## config.mk

```make
export PLATFORM = sky130hd
export DESIGN_NAME = rpf_packet_format
export DESIGN_NICKNAME = d
export VERILOG_FILES = /design/src/rpf_delay_timer.v /design/src/rpf_packet_format.v
export VERILOG_INCLUDE_DIRS = /design/src
export SDC_FILE = /design/constraint.sdc
export NUM_CORES = 1
export LEC_CHECK = 0
export BUFFER_PORTS_ARGS = -buffer_cell sky130_fd_sc_hd__buf_2
export CAP_MARGIN = 10
export CORE_ASPECT_RATIO = 0.9
export CORE_MARGIN = 3
export CORE_UTILIZATION = 50
export CTS_CLUSTER_DIAMETER = 150
export DETAILED_ROUTE_END_ITERATION = 12
export GPL_TIMING_DRIVEN = 0
export PLACE_DENSITY = 0.76
export RECOVER_POWER = 100
export SYNTH_ARGS = -nofsm -noshare
export SYNTH_HDL_FRONTEND = slang
export SYNTH_SLANG_ARGS = --single-unit
```

## constraint.sdc

```tcl
create_clock -name clk -period 2.2 [get_ports clk]
set_input_delay 0 -clock clk [delete_from_list [all_inputs] [get_ports clk]]
set_output_delay 0 -clock clk [all_outputs]
set_load 0.02 [all_outputs]
```

## src/rpf_consts.vh

```
// Purpose: register offsets, field positions, reset values and timing counts
// Assumes: apb byte addresses, one aligned word per 8-bit register
// Notes:   definitions only
`ifndef RPF_CONSTS_VH
`define RPF_CONSTS_VH

`define RPF_ADDR_PKT_OPT_A     12'h000
`define RPF_ADDR_PKT_CODING    12'h004
`define RPF_ADDR_WHITEN_CTL    12'h008
`define RPF_ADDR_TX_LEN        12'h00c
`define RPF_ADDR_RX_LEN        12'h010
`define RPF_ADDR_RX_ID_DLY     12'h014
`define RPF_ADDR_HDR_ADDR      12'h018
`define RPF_ADDR_HDR_EXT_ADDR  12'h01c
`define RPF_ADDR_RATE_DIV_LO   12'h020
`define RPF_ADDR_FOFS_HI       12'h024
`define RPF_ADDR_FOFS_LO       12'h028
`define RPF_ADDR_DEMOD_DIV     12'h02c
`define RPF_ADDR_DECIM         12'h030
`define RPF_ADDR_FILT_DEV      12'h034
`define RPF_ADDR_OFS_PHASE     12'h038
`define RPF_ADDR_DET_THR       12'h03c
`define RPF_ADDR_OFS_RATIO     12'h040
`define RPF_ADDR_EXT_CTL       12'h044
`define RPF_ADDR_RX_STATUS     12'h048

`define RPF_RST_PKT_OPT_A      8'h24
`define RPF_RST_PKT_CODING     8'h20
`define RPF_RST_WHITEN_CTL     8'h36
`define RPF_RST_TX_LEN         8'h40
`define RPF_RST_RX_LEN         8'h40
`define RPF_RST_RX_ID_DLY      8'h20
`define RPF_RST_HDR_ADDR       8'h00
`define RPF_RST_HDR_EXT_ADDR   8'h00
`define RPF_RST_RATE_DIV_LO    8'h01
`define RPF_RST_FOFS_HI        8'h90
`define RPF_RST_FOFS_LO        8'h9a
`define RPF_RST_DEMOD_DIV      8'h03
`define RPF_RST_DECIM          8'h00
`define RPF_RST_FILT_DEV       8'he0
`define RPF_RST_OFS_PHASE      8'h08
`define RPF_RST_DET_THR        8'h30
`define RPF_RST_OFS_RATIO      8'h40
`define RPF_RST_EXT_CTL        8'h00

// writable masks, reserved bits read zero
`define RPF_MASK_PKT_OPT_A     8'hfc
`define RPF_MASK_RX_ID_DLY     8'h3f
`define RPF_MASK_HDR_ADDR      8'h3f
`define RPF_MASK_FOFS_HI       8'hfd
`define RPF_MASK_DIV6          8'h3f
`define RPF_MASK_FILT_DEV      8'hfe
`define RPF_MASK_OFS_PHASE     8'h0a
`define RPF_MASK_EXT_CTL       8'h07

// packet_options_a fields
`define RPF_TAG_HI             7
`define RPF_TAG_LO             6
`define RPF_TRAILER_BIT        5
`define RPF_FMT0_BIT           4
`define RPF_SYNC_HI            3
`define RPF_SYNC_LO            2
// packet_coding_options fields
`define RPF_MANCH_BIT          7
`define RPF_FEC_BIT            6
`define RPF_CRC_BIT            5
`define RPF_CHECK_POLY_SELECT_BIT         4
`define RPF_LENFLD_BIT         3
`define RPF_ADDRCHK_BIT        2
`define RPF_HDRSIZE_BIT        1
`define RPF_HDRON_BIT          0
// whitening_control fields
`define RPF_SCRAMBLE_BIT       7
// offset_and_phase_modes fields
`define RPF_DOMAIN_BIT         3
`define RPF_PHASE_BIT          1
// ext_control: bit0 fmt1, bit1 sync low bit, bit2 seed bit 7; bit3 seed bit 8 pair
`define RPF_EXT_FMT1_BIT       0
`define RPF_EXT_SYNCLB_BIT     1
`define RPF_EXT_SEED7_BIT      2

// timing, microseconds at 50 MHz
`define RPF_CLK_MHZ            50
`define RPF_US_TO_CYC(us)      ((us) * `RPF_CLK_MHZ)

`endif

```

## src/rpf_delay_timer.v

```verilog
// Purpose: one-shot delay counter for rx settle and tx start windows
// Assumes: start is a one-cycle pulse, cycles is held while busy
// Notes:   zero cycles finishes on the cycle after start
`timescale 1ns/1ps
module rpf_delay_timer #(
  parameter W = 13
) (
  input  wire         clk,
  input  wire         reset_n,
  input  wire         start,
  input  wire [W-1:0] cycles,
  output reg          busy_ff,
  output reg          done_ff
);
  reg [W-1:0] cnt_ff;

  always @(posedge clk or negedge reset_n) begin
    if (!reset_n) begin
      cnt_ff  <= {W{1'b0}};
      busy_ff <= 1'b0;
      done_ff <= 1'b0;
    end else begin
      done_ff <= 1'b0;
      if (start) begin
        cnt_ff  <= cycles;
        busy_ff <= 1'b1;
      end else if (busy_ff) begin
        if (cnt_ff == {W{1'b0}}) begin
          busy_ff <= 1'b0;
          done_ff <= 1'b1;
        end else begin
          cnt_ff <= cnt_ff - {{(W-1){1'b0}}, 1'b1};
        end
      end
    end
  end
endmodule

```

## src/rpf_packet_format.v

```verilog
// Purpose: packet format configuration registers with derived control outputs
// Assumes: apb slave, single clock, packet engine reports receive events
// Notes:   zero-wait apb; unmapped addresses read zero and raise pslverr
`timescale 1ns/1ps
`include "rpf_consts.vh"

// What this block does
// - tx tag fills header top two bits
// - two-bit scramble polynomial format select
// - sync length is three-bit value plus one
// - manchester fec crc trailer follow enables
// - crc polynomial chosen by coding select bit
// - length from register when field disabled
// - address mismatch fails packet when checking
// - header one or two bytes by size
// - zero local address skips the check
// - write sets tx address, read rx address
// - scramble on enable, nine-bit seed
// - burst tx payload size from register
// - rx length read returns fifo count
// - received tag captured, read only
// - rx settle delay selected by code
// - tx start delay selected by code
// - tx bit divider, nine bits from rate low byte and offset high bit 0
// - offset updates high then low write
// - demod clock divides by divider plus one
// - decimation clocks at divider plus one
// - phase range select half or full
// - offset correction analog or digital
module rpf_packet_format (
  input  wire        clk,
  input  wire        reset_n,
  input  wire        psel,
  input  wire        penable,
  input  wire        pwrite,
  input  wire [11:0] paddr,
  input  wire [31:0] pwdata,
  output reg  [31:0] prdata,
  output reg         pready,
  output reg         pslverr,
  input  wire        rx_enable_pulse,
  input  wire        tx_request_pulse,
  input  wire        rx_pkt_done,
  input  wire [1:0]  rx_pkt_tag,
  input  wire [5:0]  rx_pkt_addr,
  input  wire [7:0]  rx_pkt_ext_addr,
  input  wire [7:0]  rx_pkt_len,
  input  wire [7:0]  rx_fifo_count,
  output reg  [1:0]  scramble_format_ff,
  output reg  [3:0]  sync_size_ff,
  output reg         manchester_on_ff,
  output reg         error_correction_on_ff,
  output reg         crc_on_ff,
  output reg         trailer_on_ff,
  output reg  [15:0] crc_poly_ff,
  output reg         scramble_on_ff,
  output reg  [8:0]  scramble_seed_ff,
  output reg  [15:0] tx_header_ff,
  output reg         tx_header_two_bytes_ff,
  output reg         header_field_on_ff,
  output reg  [7:0]  tx_payload_bytes_ff,
  output reg  [7:0]  rx_expect_len_ff,
  output reg         rx_addr_fail_ff,
  output reg         rx_settled_ff,
  output reg         tx_start_ff,
  output reg  [8:0]  tx_bit_divider_ff,
  output reg  [11:0] rx_freq_offset_ff,
  output reg  [5:0]  demod_divider_ff,
  output reg  [5:0]  decimation_ratio_ff,
  output reg         phase_range_select_ff,
  output reg         offset_correction_domain_ff
);
  localparam TW = 13;
  localparam NREG = 18;
  localparam [7:0] FOFS_HI_RST = `RPF_RST_FOFS_HI;

  // reset, address and mask tables for the plain rw storage
  wire [8*NREG-1:0]  rst_tbl = {`RPF_RST_EXT_CTL, `RPF_RST_OFS_RATIO, `RPF_RST_DET_THR,
                               `RPF_RST_OFS_PHASE, `RPF_RST_FILT_DEV, `RPF_RST_DECIM,
                               `RPF_RST_DEMOD_DIV, `RPF_RST_FOFS_LO, `RPF_RST_FOFS_HI,
                               `RPF_RST_RATE_DIV_LO, `RPF_RST_HDR_EXT_ADDR, `RPF_RST_HDR_ADDR,
                               `RPF_RST_RX_ID_DLY, `RPF_RST_RX_LEN, `RPF_RST_TX_LEN,
                               `RPF_RST_WHITEN_CTL, `RPF_RST_PKT_CODING, `RPF_RST_PKT_OPT_A};
  wire [8*NREG-1:0]  msk_tbl = {`RPF_MASK_EXT_CTL, 8'hff, 8'hff, `RPF_MASK_OFS_PHASE,
                               `RPF_MASK_FILT_DEV, `RPF_MASK_DIV6, `RPF_MASK_DIV6, 8'hff,
                               `RPF_MASK_FOFS_HI, 8'hff, 8'hff, `RPF_MASK_HDR_ADDR,
                               `RPF_MASK_RX_ID_DLY, 8'hff, 8'hff, 8'hff, 8'hff,
                               `RPF_MASK_PKT_OPT_A};
  wire [12*NREG-1:0] adr_tbl = {`RPF_ADDR_EXT_CTL, `RPF_ADDR_OFS_RATIO, `RPF_ADDR_DET_THR,
                               `RPF_ADDR_OFS_PHASE, `RPF_ADDR_FILT_DEV, `RPF_ADDR_DECIM,
                               `RPF_ADDR_DEMOD_DIV, `RPF_ADDR_FOFS_LO, `RPF_ADDR_FOFS_HI,
                               `RPF_ADDR_RATE_DIV_LO, `RPF_ADDR_HDR_EXT_ADDR, `RPF_ADDR_HDR_ADDR,
                               `RPF_ADDR_RX_ID_DLY, `RPF_ADDR_RX_LEN, `RPF_ADDR_TX_LEN,
                               `RPF_ADDR_WHITEN_CTL, `RPF_ADDR_PKT_CODING, `RPF_ADDR_PKT_OPT_A};

  reg  [7:0]  reg_ff [0:NREG-1];
  reg  [3:0]  fofs_hi_stage_ff;
  reg  [1:0]  rx_tag_ff;
  reg  [5:0]  rx_addr_ff;
  reg         ext_seed8_ff;
  wire        wr_en = psel & penable & pwrite;
  wire        rd_setup = psel & ~penable & ~pwrite;
  wire [NREG-1:0] hit;

  genvar gi;
  generate
    for (gi = 0; gi < NREG; gi = gi + 1) begin : g_reg
      assign hit[gi] = (paddr == adr_tbl[12*gi +: 12]);
      always @(posedge clk or negedge reset_n) begin
        if (!reset_n) begin
          reg_ff[gi] <= rst_tbl[8*gi +: 8];
        end else if (wr_en && hit[gi]) begin
          reg_ff[gi] <= pwdata[7:0] & msk_tbl[8*gi +: 8];
        end
      end
    end
  endgenerate

  wire [7:0] opt_a   = reg_ff[0];
  wire [7:0] coding  = reg_ff[1];
  wire [7:0] whiten  = reg_ff[2];
  wire [7:0] id_dly  = reg_ff[5];
  wire [7:0] ext_ctl = reg_ff[17];
  wire       mapped  = |hit | (paddr == `RPF_ADDR_RX_STATUS);

  // high nibble staged until low byte is written
  always @(posedge clk or negedge reset_n) begin
    if (!reset_n) begin
      fofs_hi_stage_ff <= FOFS_HI_RST[7:4];
    end else if (wr_en && hit[9]) begin
      fofs_hi_stage_ff <= pwdata[7:4];
    end
  end

  // received tag and address captured from the link only
  always @(posedge clk or negedge reset_n) begin
    if (!reset_n) begin
      rx_tag_ff    <= 2'h0;
      rx_addr_ff   <= 6'h00;
      ext_seed8_ff <= 1'b0;
    end else begin
      if (rx_pkt_done) begin
        rx_tag_ff  <= rx_pkt_tag;
        rx_addr_ff <= rx_pkt_addr;
      end
      if (wr_en && hit[17]) begin
        ext_seed8_ff <= pwdata[3];
      end
    end
  end

  // read mux
  reg [7:0] rd_byte;
  always @* begin
    rd_byte = 8'h00;
    if (paddr == `RPF_ADDR_RX_LEN) begin
      // read shows fifo count, not setting
      rd_byte = rx_fifo_count;
    end else if (paddr == `RPF_ADDR_RX_ID_DLY) begin
      rd_byte = {rx_tag_ff, id_dly[5:0]};
    end else if (paddr == `RPF_ADDR_HDR_ADDR) begin
      rd_byte = {2'b00, rx_addr_ff};
    end else if (paddr == `RPF_ADDR_EXT_CTL) begin
      rd_byte = {4'h0, ext_seed8_ff, ext_ctl[2:0]};
    end else if (paddr == `RPF_ADDR_RX_STATUS) begin
      rd_byte = {5'h00, rx_addr_fail_ff, rx_settled_ff, tx_start_ff};
    end else if (paddr == `RPF_ADDR_PKT_OPT_A) begin
      rd_byte = opt_a;
    end else if (paddr == `RPF_ADDR_PKT_CODING) begin
      rd_byte = coding;
    end else if (paddr == `RPF_ADDR_WHITEN_CTL) begin
      rd_byte = whiten;
    end else if (paddr == `RPF_ADDR_TX_LEN) begin
      rd_byte = reg_ff[3];
    end else if (paddr == `RPF_ADDR_HDR_EXT_ADDR) begin
      rd_byte = reg_ff[7];
    end else if (paddr == `RPF_ADDR_RATE_DIV_LO) begin
      rd_byte = reg_ff[8];
    end else if (paddr == `RPF_ADDR_FOFS_HI) begin
      rd_byte = reg_ff[9];
    end else if (paddr == `RPF_ADDR_FOFS_LO) begin
      rd_byte = reg_ff[10];
    end else if (paddr == `RPF_ADDR_DEMOD_DIV) begin
      rd_byte = reg_ff[11];
    end else if (paddr == `RPF_ADDR_DECIM) begin
      rd_byte = reg_ff[12];
    end else if (paddr == `RPF_ADDR_FILT_DEV) begin
      rd_byte = reg_ff[13];
    end else if (paddr == `RPF_ADDR_OFS_PHASE) begin
      rd_byte = reg_ff[14];
    end else if (paddr == `RPF_ADDR_DET_THR) begin
      rd_byte = reg_ff[15];
    end else if (paddr == `RPF_ADDR_OFS_RATIO) begin
      rd_byte = reg_ff[16];
    end
  end

  // apb answer: ready in the access phase, read data captured in setup
  always @(posedge clk or negedge reset_n) begin
    if (!reset_n) begin
      prdata  <= 32'h0000_0000;
      pready  <= 1'b0;
      pslverr <= 1'b0;
    end else begin
      pready  <= psel & ~penable;
      pslverr <= psel & ~penable & ~mapped;
      if (rd_setup) begin
        prdata <= {24'h000000, rd_byte};
      end
    end
  end

  // settle and start delay tables in cycles
  reg [31:0] settle_cyc;
  reg [31:0] start_cyc;
  always @* begin
    case (id_dly[5:3])
      3'd0:    settle_cyc = `RPF_US_TO_CYC(4);
      3'd1:    settle_cyc = `RPF_US_TO_CYC(8);
      3'd2:    settle_cyc = `RPF_US_TO_CYC(12);
      3'd3:    settle_cyc = `RPF_US_TO_CYC(16);
      3'd4:    settle_cyc = `RPF_US_TO_CYC(20);
      3'd5:    settle_cyc = `RPF_US_TO_CYC(32);
      3'd6:    settle_cyc = `RPF_US_TO_CYC(64);
      default: settle_cyc = `RPF_US_TO_CYC(100);
    endcase
    case (id_dly[2:0])
      3'd0:    start_cyc = `RPF_US_TO_CYC(0);
      3'd1:    start_cyc = `RPF_US_TO_CYC(10);
      3'd2:    start_cyc = `RPF_US_TO_CYC(20);
      3'd3:    start_cyc = `RPF_US_TO_CYC(40);
      3'd4:    start_cyc = `RPF_US_TO_CYC(60);
      3'd5:    start_cyc = `RPF_US_TO_CYC(80);
      3'd6:    start_cyc = `RPF_US_TO_CYC(100);
      default: start_cyc = `RPF_US_TO_CYC(120);
    endcase
  end

  wire settle_busy;
  wire settle_done;
  wire start_busy;
  wire start_done;

  rpf_delay_timer #(.W(TW)) u_settle (
    .clk     (clk),
    .reset_n (reset_n),
    .start   (rx_enable_pulse),
    .cycles  (settle_cyc[TW-1:0]),
    .busy_ff (settle_busy),
    .done_ff (settle_done)
  );

  rpf_delay_timer #(.W(TW)) u_txstart (
    .clk     (clk),
    .reset_n (reset_n),
    .start   (tx_request_pulse),
    .cycles  (start_cyc[TW-1:0]),
    .busy_ff (start_busy),
    .done_ff (start_done)
  );

  // address match evaluated on received packet
  wire [7:0] hdr_ext = reg_ff[7];
  wire addr_eq  = (rx_pkt_addr == reg_ff[6][5:0]) &&
                  (!coding[`RPF_HDRSIZE_BIT] || rx_pkt_ext_addr == hdr_ext);
  wire addr_zero = (reg_ff[6][5:0] == 6'h00) && (!coding[`RPF_HDRSIZE_BIT] || hdr_ext == 8'h00);
  wire addr_bad  = coding[`RPF_ADDRCHK_BIT] && !addr_zero && !addr_eq;

  always @(posedge clk or negedge reset_n) begin
    if (!reset_n) begin
      scramble_format_ff          <= 2'b00;
      sync_size_ff                <= 4'd0;
      manchester_on_ff            <= 1'b0;
      error_correction_on_ff      <= 1'b0;
      crc_on_ff                   <= 1'b0;
      trailer_on_ff               <= 1'b0;
      crc_poly_ff                 <= 16'h0000;
      scramble_on_ff              <= 1'b0;
      scramble_seed_ff            <= 9'h000;
      tx_header_ff                <= 16'h0000;
      tx_header_two_bytes_ff      <= 1'b0;
      header_field_on_ff          <= 1'b0;
      tx_payload_bytes_ff         <= 8'h00;
      rx_expect_len_ff            <= 8'h00;
      rx_addr_fail_ff             <= 1'b0;
      rx_settled_ff               <= 1'b0;
      tx_start_ff                 <= 1'b0;
      tx_bit_divider_ff           <= 9'h000;
      rx_freq_offset_ff           <= {FOFS_HI_RST[7:4], `RPF_RST_FOFS_LO};
      demod_divider_ff            <= 6'h00;
      decimation_ratio_ff         <= 6'h00;
      phase_range_select_ff       <= 1'b0;
      offset_correction_domain_ff <= 1'b0;
    end else begin
      scramble_format_ff <= {ext_ctl[`RPF_EXT_FMT1_BIT], opt_a[`RPF_FMT0_BIT]};
      sync_size_ff <= {1'b0, opt_a[`RPF_SYNC_HI:`RPF_SYNC_LO], ext_ctl[`RPF_EXT_SYNCLB_BIT]} + 4'd1;
      manchester_on_ff       <= coding[`RPF_MANCH_BIT];
      error_correction_on_ff <= coding[`RPF_FEC_BIT];
      crc_on_ff              <= coding[`RPF_CRC_BIT];
      trailer_on_ff          <= opt_a[`RPF_TRAILER_BIT];
      crc_poly_ff <= coding[`RPF_CHECK_POLY_SELECT_BIT] ? 16'h8005 : 16'h1021;
      scramble_on_ff   <= whiten[`RPF_SCRAMBLE_BIT];
      scramble_seed_ff <= {ext_seed8_ff, ext_ctl[`RPF_EXT_SEED7_BIT], whiten[6:0]};
      header_field_on_ff     <= coding[`RPF_HDRON_BIT];
      tx_header_two_bytes_ff <= coding[`RPF_HDRSIZE_BIT];
      tx_header_ff <= {opt_a[`RPF_TAG_HI:`RPF_TAG_LO], reg_ff[6][5:0],
                       coding[`RPF_HDRSIZE_BIT] ? hdr_ext : 8'h00};
      tx_payload_bytes_ff <= reg_ff[3];
      // length source
      // packet length is only valid alongside its done pulse
      rx_expect_len_ff <= !coding[`RPF_LENFLD_BIT] ? reg_ff[4] : rx_pkt_done ? rx_pkt_len : rx_expect_len_ff;
      if (rx_pkt_done) begin
        rx_addr_fail_ff <= addr_bad;
      end
      rx_settled_ff <= settle_done ? 1'b1 : (rx_enable_pulse | settle_busy) ? 1'b0 : rx_settled_ff;
      tx_start_ff   <= start_done;
      tx_bit_divider_ff <= {reg_ff[9][0], reg_ff[8]};
      if (wr_en && hit[10]) begin
        rx_freq_offset_ff <= {fofs_hi_stage_ff, pwdata[7:0]};
      end
      demod_divider_ff <= reg_ff[11][5:0];
      decimation_ratio_ff <= reg_ff[12][5:0];
      phase_range_select_ff <= reg_ff[14][`RPF_PHASE_BIT];
      offset_correction_domain_ff <= reg_ff[14][`RPF_DOMAIN_BIT];
    end
  end
endmodule

```

After elaboration in Yosys (flattened, before gate mapping)
Index checks and enable logic that the tools add are counted.

operators by class
  add/sub/neg operators = 3
  multiply operators = 0
  divide/modulo/power cells = 0
  $lt $le $gt $ge = 0
  eq/ne operators = 35
  shift-type cells = 0
  mux-type cells = 45
  bitwise gates (word level) = 10
  reduce and logical (&&, ||, !) cells = 40

operator list
  operator                 count
  $pmux W13 S7             2
  $mux W8                  22
  $eq A12 B6 Y1 const B    8
  $mux W13                 6
  $eq A12 B5 Y1 const B    4
  $eq A12 B7 Y1 const B    3
  $logic_not A13 Y1        2
  $sub A13 B1 Y13 const B  2
  $eq A12 B4 Y1 const B    2
  $logic_and A1 B1 Y1      22
  $eq A3 B3 Y1 const B     6
  $reduce_or A18 Y1        1
  $mux W16                 1
  $mux W1                  14
  $eq A12 B3 Y1 const B    1
  $eq A3 B2 Y1 const B     4
  $logic_not A12 Y1        1
  $eq A8 B8 Y1             1
  $logic_not A8 Y1         1
  $eq A3 B1 Y1 const B     2
  $eq A6 B6 Y1             1
  $logic_not A3 Y1         2
  $logic_not A6 Y1         1
  $ne A2 B2 Y1 const B     3
  8 further kinds          21

storage, ports and cells
  flip-flop bits (word level) = 282
  latch bits = 0
  RAM bits = 0
  memory bits (read-only) = 0
  input bits = 84
  output and inout port bits = 142
  logic and storage cells = 187
  memories = 0

Longest topological paths before layout
  depth after elaboration = 20
  gate-level depth with buffers = 9
  depth with buffers taken out = 8

Cells and area by module
Synthesis repeated with hierarchy kept, for this count alone.

second synthesis, totals
  cell total of the unflattened synthesis = 1089
  area total of the unflattened synthesis = 12243.0 sq um

modules (own cells, without submodules)
  module             instances  cells an instance  area each (sq um)  seq. area each (sq um)
  rpf_packet_format  1          883                10401.2            5715.5
  rpf_delay_timer    2          103                920.9              375.4

Least setup slack after synthesis
No wires, ideal clock.

  kind = register -> register
  start point = register u_txstart.cnt_ff[6]
  end point = register u_txstart.cnt_ff[5]
  setup time = 0.124 ns
  arrival = 2.300 ns
  required time = 2.076 ns
  slack = -0.224 ns
  cell stages (with the launch flop) = 7
  buffers on the path = 1
  period minus slack after synthesis = 2.424 ns
  path through = dfrtp_1 > or4_1 > or3_1 > buf_2 > o41ai_4 > nor4_1 > a211o_2

between the ends
  word-level cells in the longest chain between the ends = 3

RTL lines
  element                      RTL line              RTL
  start, declared              rpf_delay_timer.v:15  reg [W-1:0] cnt_ff;
  start signal, assigned       rpf_delay_timer.v:19  cnt_ff <= {W{1'b0}};
  start signal, assigned       rpf_delay_timer.v:25  cnt_ff <= cycles;
  start signal, assigned       rpf_delay_timer.v:32  cnt_ff <= cnt_ff - {{(W-1){1'b0}}, 1'b1};
  $logic_not A13 Y1            rpf_delay_timer.v:28  if (cnt_ff == {W{1'b0}}) begin
  $ne A2 B2 Y1 (no line)       n/a
  $reduce_and A2 Y1 (no line)  n/a

Every way passes these cells.
A chain may end at the register's enable or synchronous reset.

Worst setup path in the final report
  start point = register u_txstart.cnt_ff[4]
  end point = register u_txstart.cnt_ff[5]

between the ends
  word-level cells in the longest chain between the ends = 4
  elaborated cells on any way between the ends = 7
  those cells by class = add/sub: 1; eq/ne: 1; mux: 3; reduce/logical: 2

RTL lines
  element          RTL line              RTL
  $sub A13 B1 Y13  rpf_delay_timer.v:32
  $mux W13         rpf_delay_timer.v:28
  $mux W13         rpf_delay_timer.v:27  end else if (busy_ff) begin
  $mux W13         rpf_delay_timer.v:24  if (start) begin

Parallel ways exist; a longest one is shown, timed or not. The select of a mux whose other input is x is not followed.

==> qor.csv <==
stage;metric;value;unit
status;status;finished, violations left;
status;violations;max-capacitance violations, max-slew violations, negative setup slack;
synth;synth.yosys.warnings;0;
hold_path;whs_path_depth;5;
die;dieWidth;168;µm
die;die_y;152;µm
synth;synth_area_leader_cell;dfrtp_1;
sta;fmax;434;MHz
cts;clock_latency;540;ps
cts;clock-sinks;257;
sta;relSlewSlack;-0.145;
sta;tightest_slew;1720;ps
die;die_area;0.0255;mm²
hold_path;hold_path.class;in -> reg;
worst_setup_path;worst_r2r_endpoint;u_txstart.cnt_ff[5]$_DFFE_PN0P_;
pwr;peakVddDrop;579;µV
place;hpwl;25700;µm
routing;vias;9426;
synth;syn-instance-count;1033;
sta;finalHoldViolations;0;
hold_path;min-delay-start;pwrite;
place;gp_congestion;0.978;
routing;vias_per_cell;5.79;
place;port_buffers;164;
global_route;grt_pass1_vias;9322;
routing;drt.antenna.violating_nets;0;
synth;netlist_area;0.0118;mm²
synth;synth_top_area_frac;0.486;
worst_setup_path;ff2ff_setup_slack;-100;ps
finish;fillers;1873;
routing;drt_iter0_drc;868;
worst_setup_path;crit_type;reg -> reg;
flow_run;drv_cap;2;
sta;period_share;1.05;
worst_setup_path;startpoint_type;register;
synth;synth_flop_cell;dfrtp_1;
cts;cts.clk_slew.worst_paths;60;ps
finish;layout.nets;1398;
worst_setup_path;r2r_cells;6;
synth;avgSynthCellArea;11.4;µm²
sta;fin_skew;14.1;ps
sta;slew_violations;255;
pwr;p_leak;6.71;nW
routing;drtPass1Iterations;5;
synth;synth_seq_area_share;0.548;
sta;period_minus_slack;2300;ps
sta;timing.hold.ws;34.4;ps
global_route;grt_max_degree;128;
cts;cts_root_buf;clkbuf_16;
hold_path;holdPathEnd;prdata[5]$_DFFE_PN0P_;
sta;rsz0062_at_grt;yes;
die;row_count;52;
die;io_pins;226;
sta;setup_ws;-105;ps
worst_setup_path;worstReg2RegStart;u_txstart.cnt_ff[4]$_DFFE_PN0P_;
synth;synth_cell_types;75;
die;core_area;0.0228;mm²
finish;syn_to_final_growth;23.1;%
routing;drc;0;
finish;utilization;0.636;
global_route;gr-total-overflow;0;
synth;synth_commonest_cells;dfrtp_1, mux2_2, nor2_1;
place;dp.cells;1530;
synth;synthArstFlopShare;1.00;
cts;cts_tree;built;
routing;routed_wirelength;36900;µm
pwr;p_per_area;784;mW/mm²
cts;clockBufferDepth;3;
cts;cts_made_buffers;27;
synth;yosysMostFrequentCell;dfrtp_1;
sta;setup_viol;19;
finish;instances_no_fill;1629;
die;start_util;0.517;
global_route;grt_pass1_wl;55400;µm
cts;cts-htree-levels;1;
finish;drive_above_1_share;0.261;
synth;ys_ff_latch;257;
worst_setup_path;worst_ep_arrival_time;2730;ps
global_route;track_usage;0.284;
synth;synth_edf_count;0;
global_route;antenna_found_initial;3;
synth;synth.top_cells.by_area;dfrtp_1, mux2_2, dfstp_2;
worst_setup_path;crit_path_end_kind;register;
routing;drt-wirelength-per-cell;22.7;µm
worst_setup_path;worstPathMaxFanout;7;
worst_setup_path;required;2620;ps
## sequential cells by signal, summed over array words and instances (netlist names), 8 cells and up
name / flops
coding: 8
hdr_ext: 8
prdata: 8
reg_ff: 77
rx_expect_len_ff: 8
scramble_seed_ff: 9
tx_bit_divider_ff: 9
tx_header_ff: 16
tx_payload_bytes_ff: 8
u_settle.cnt_ff: 13
u_txstart.cnt_ff: 13
whiten: 8
## what timing repair did
| item | CTS | global route |
|---|---|---|
| pin swaps | 7 | 5 |
| buffers inserted | 9 | 2 |
| hold buffers | 40 | 0 |
| endpoints found under the setup margin | 61 | 41 |
| hold endpoints to repair | 325 | 0 |
| cloned | 0 | 0 |
| gates resized for setup | 26 | 17 |
## report_power, final
group          total [W]  switching (W)  internal (W)  leakage, nW
Clock            0.00469        0.00186       0.00283        0.452
Combinational    0.00169       0.000983      0.000702         2.89
Sequential       0.00501       0.000128       0.00488         3.37
## worst max-delay path by stage
stage                                    start                               to  depth (start not counted)  slack [ps]
6_report       u_txstart.cnt_ff[4]$_DFFE_PN0P_  u_txstart.cnt_ff[5]$_DFFE_PN0P_                          6        -100
3_3_place_gp                           reset_n  rx_expect_len_ff[5]$_DFFE_PN0P_                          1       -3280
5_1_grt        u_txstart.cnt_ff[4]$_DFFE_PN0P_  u_txstart.cnt_ff[5]$_DFFE_PN0P_                          7        -190
4_1_cts        u_txstart.cnt_ff[4]$_DFFE_PN0P_  u_txstart.cnt_ff[5]$_DFFE_PN0P_                          6        -170
2_1_floorplan  u_txstart.cnt_ff[6]$_DFFE_PN0P_  u_txstart.cnt_ff[5]$_DFFE_PN0P_                          6        -120
3_5_place_dp                          paddr[3]            prdata[1]$_DFFE_PN0P_                          7        -770
## worst max-delay path: stages, from the launching register on
cell and delay (ps):
dfrtp_1 380, or4_4 540, or3_4 410, o41ai_4 290, buf_6 210, nor4_2 60, a211o_2 300
## cell type report
class,count,area (µm²),area share
Buffer,102,567,0.0390
Tap cell,297,372,0.0256
Antenna cell,1,2.50,0.000172
Multi-Input combinational cell,688,4940,0.340
Sequential cell,257,6470,0.445
Clock buffer,40,785,0.0540
Clock inverter,9,135,0.00931
Timing Repair Buffer,216,1180,0.0815
Inverter,19,71.3,0.00491
## per-stage QoR
stage	cell area (µm²)	setup TNS, ps	power (W)	setup WS, ps
after detailed placement	13200	-66160	0.00646	-769
after CTS	14700	-1090	0.0114	-168
final	14500	-810	0.0114	-105
after global routing	14500	-4750	0.0118	-191
after floorplan	11900	-959	0.00597	-118
after global placement	13100	-865190	0.00642	-3280
## logic make-up after synthesis
logic type / Yosys count / share of synthesized area
DFF: 257 / 0.548
other: 2 / 0.000637
muxes: 150 / 0.143
buffers and inverters: 122 / 0.0538
AOI/OAI and AO/OA: 189 / 0.106
and+or+nand+nor: 271 / 0.117
adders and majority gates: 3 / 0.00318
xor gates and xnor gates: 39 / 0.0290
## layout by cell type, fill, tap and decap left out, drive strengths merged, types with 4 or more instances in the layout
cell	synthesis	final
a211oi	6	6
a21o	4	4
a21oi	42	42
a221oi	5	5
a22oi	4	4
a31oi	6	6
and2	10	10
and3	7	7
buf	55	114
clkbuf	48	204
clkinv	3	6
conb	2	36
dfrtp	229	229
dfstp	28	28
dlygate4sd3	0	40
inv	16	19
mux2	127	127
mux2i	21	21
nand2	61	61
nand2b	13	13
nand3	17	17
nand3b	4	4
nand4	10	10
nor2	76	76
nor2b	8	8
nor3	19	19
nor4	12	12
o211ai	4	4
o21a	4	4
o21ai	53	53
o221ai	6	6
o22ai	15	15
o31a	4	4
o41ai	5	5
or2	6	6
or3	12	12
or4	5	5
xnor2	25	25
xor2	14	14
## per-layer routing
metal / global-route usage / share of wire / routed length [µm] / vias to the layer above
li1: - / - / - / 4172
met1: 0.403 / 0.43 / 16000 / 4743
met2: 0.456 / 0.46 / 17100 / 434
met3: 0.0444 / 0.072 / 2660 / 77
met4: 0.0883 / 0.032 / 1170 / 0
met5: 0 / 0 / 0 / -
Note: power is estimated with default switching activity, not from simulation.
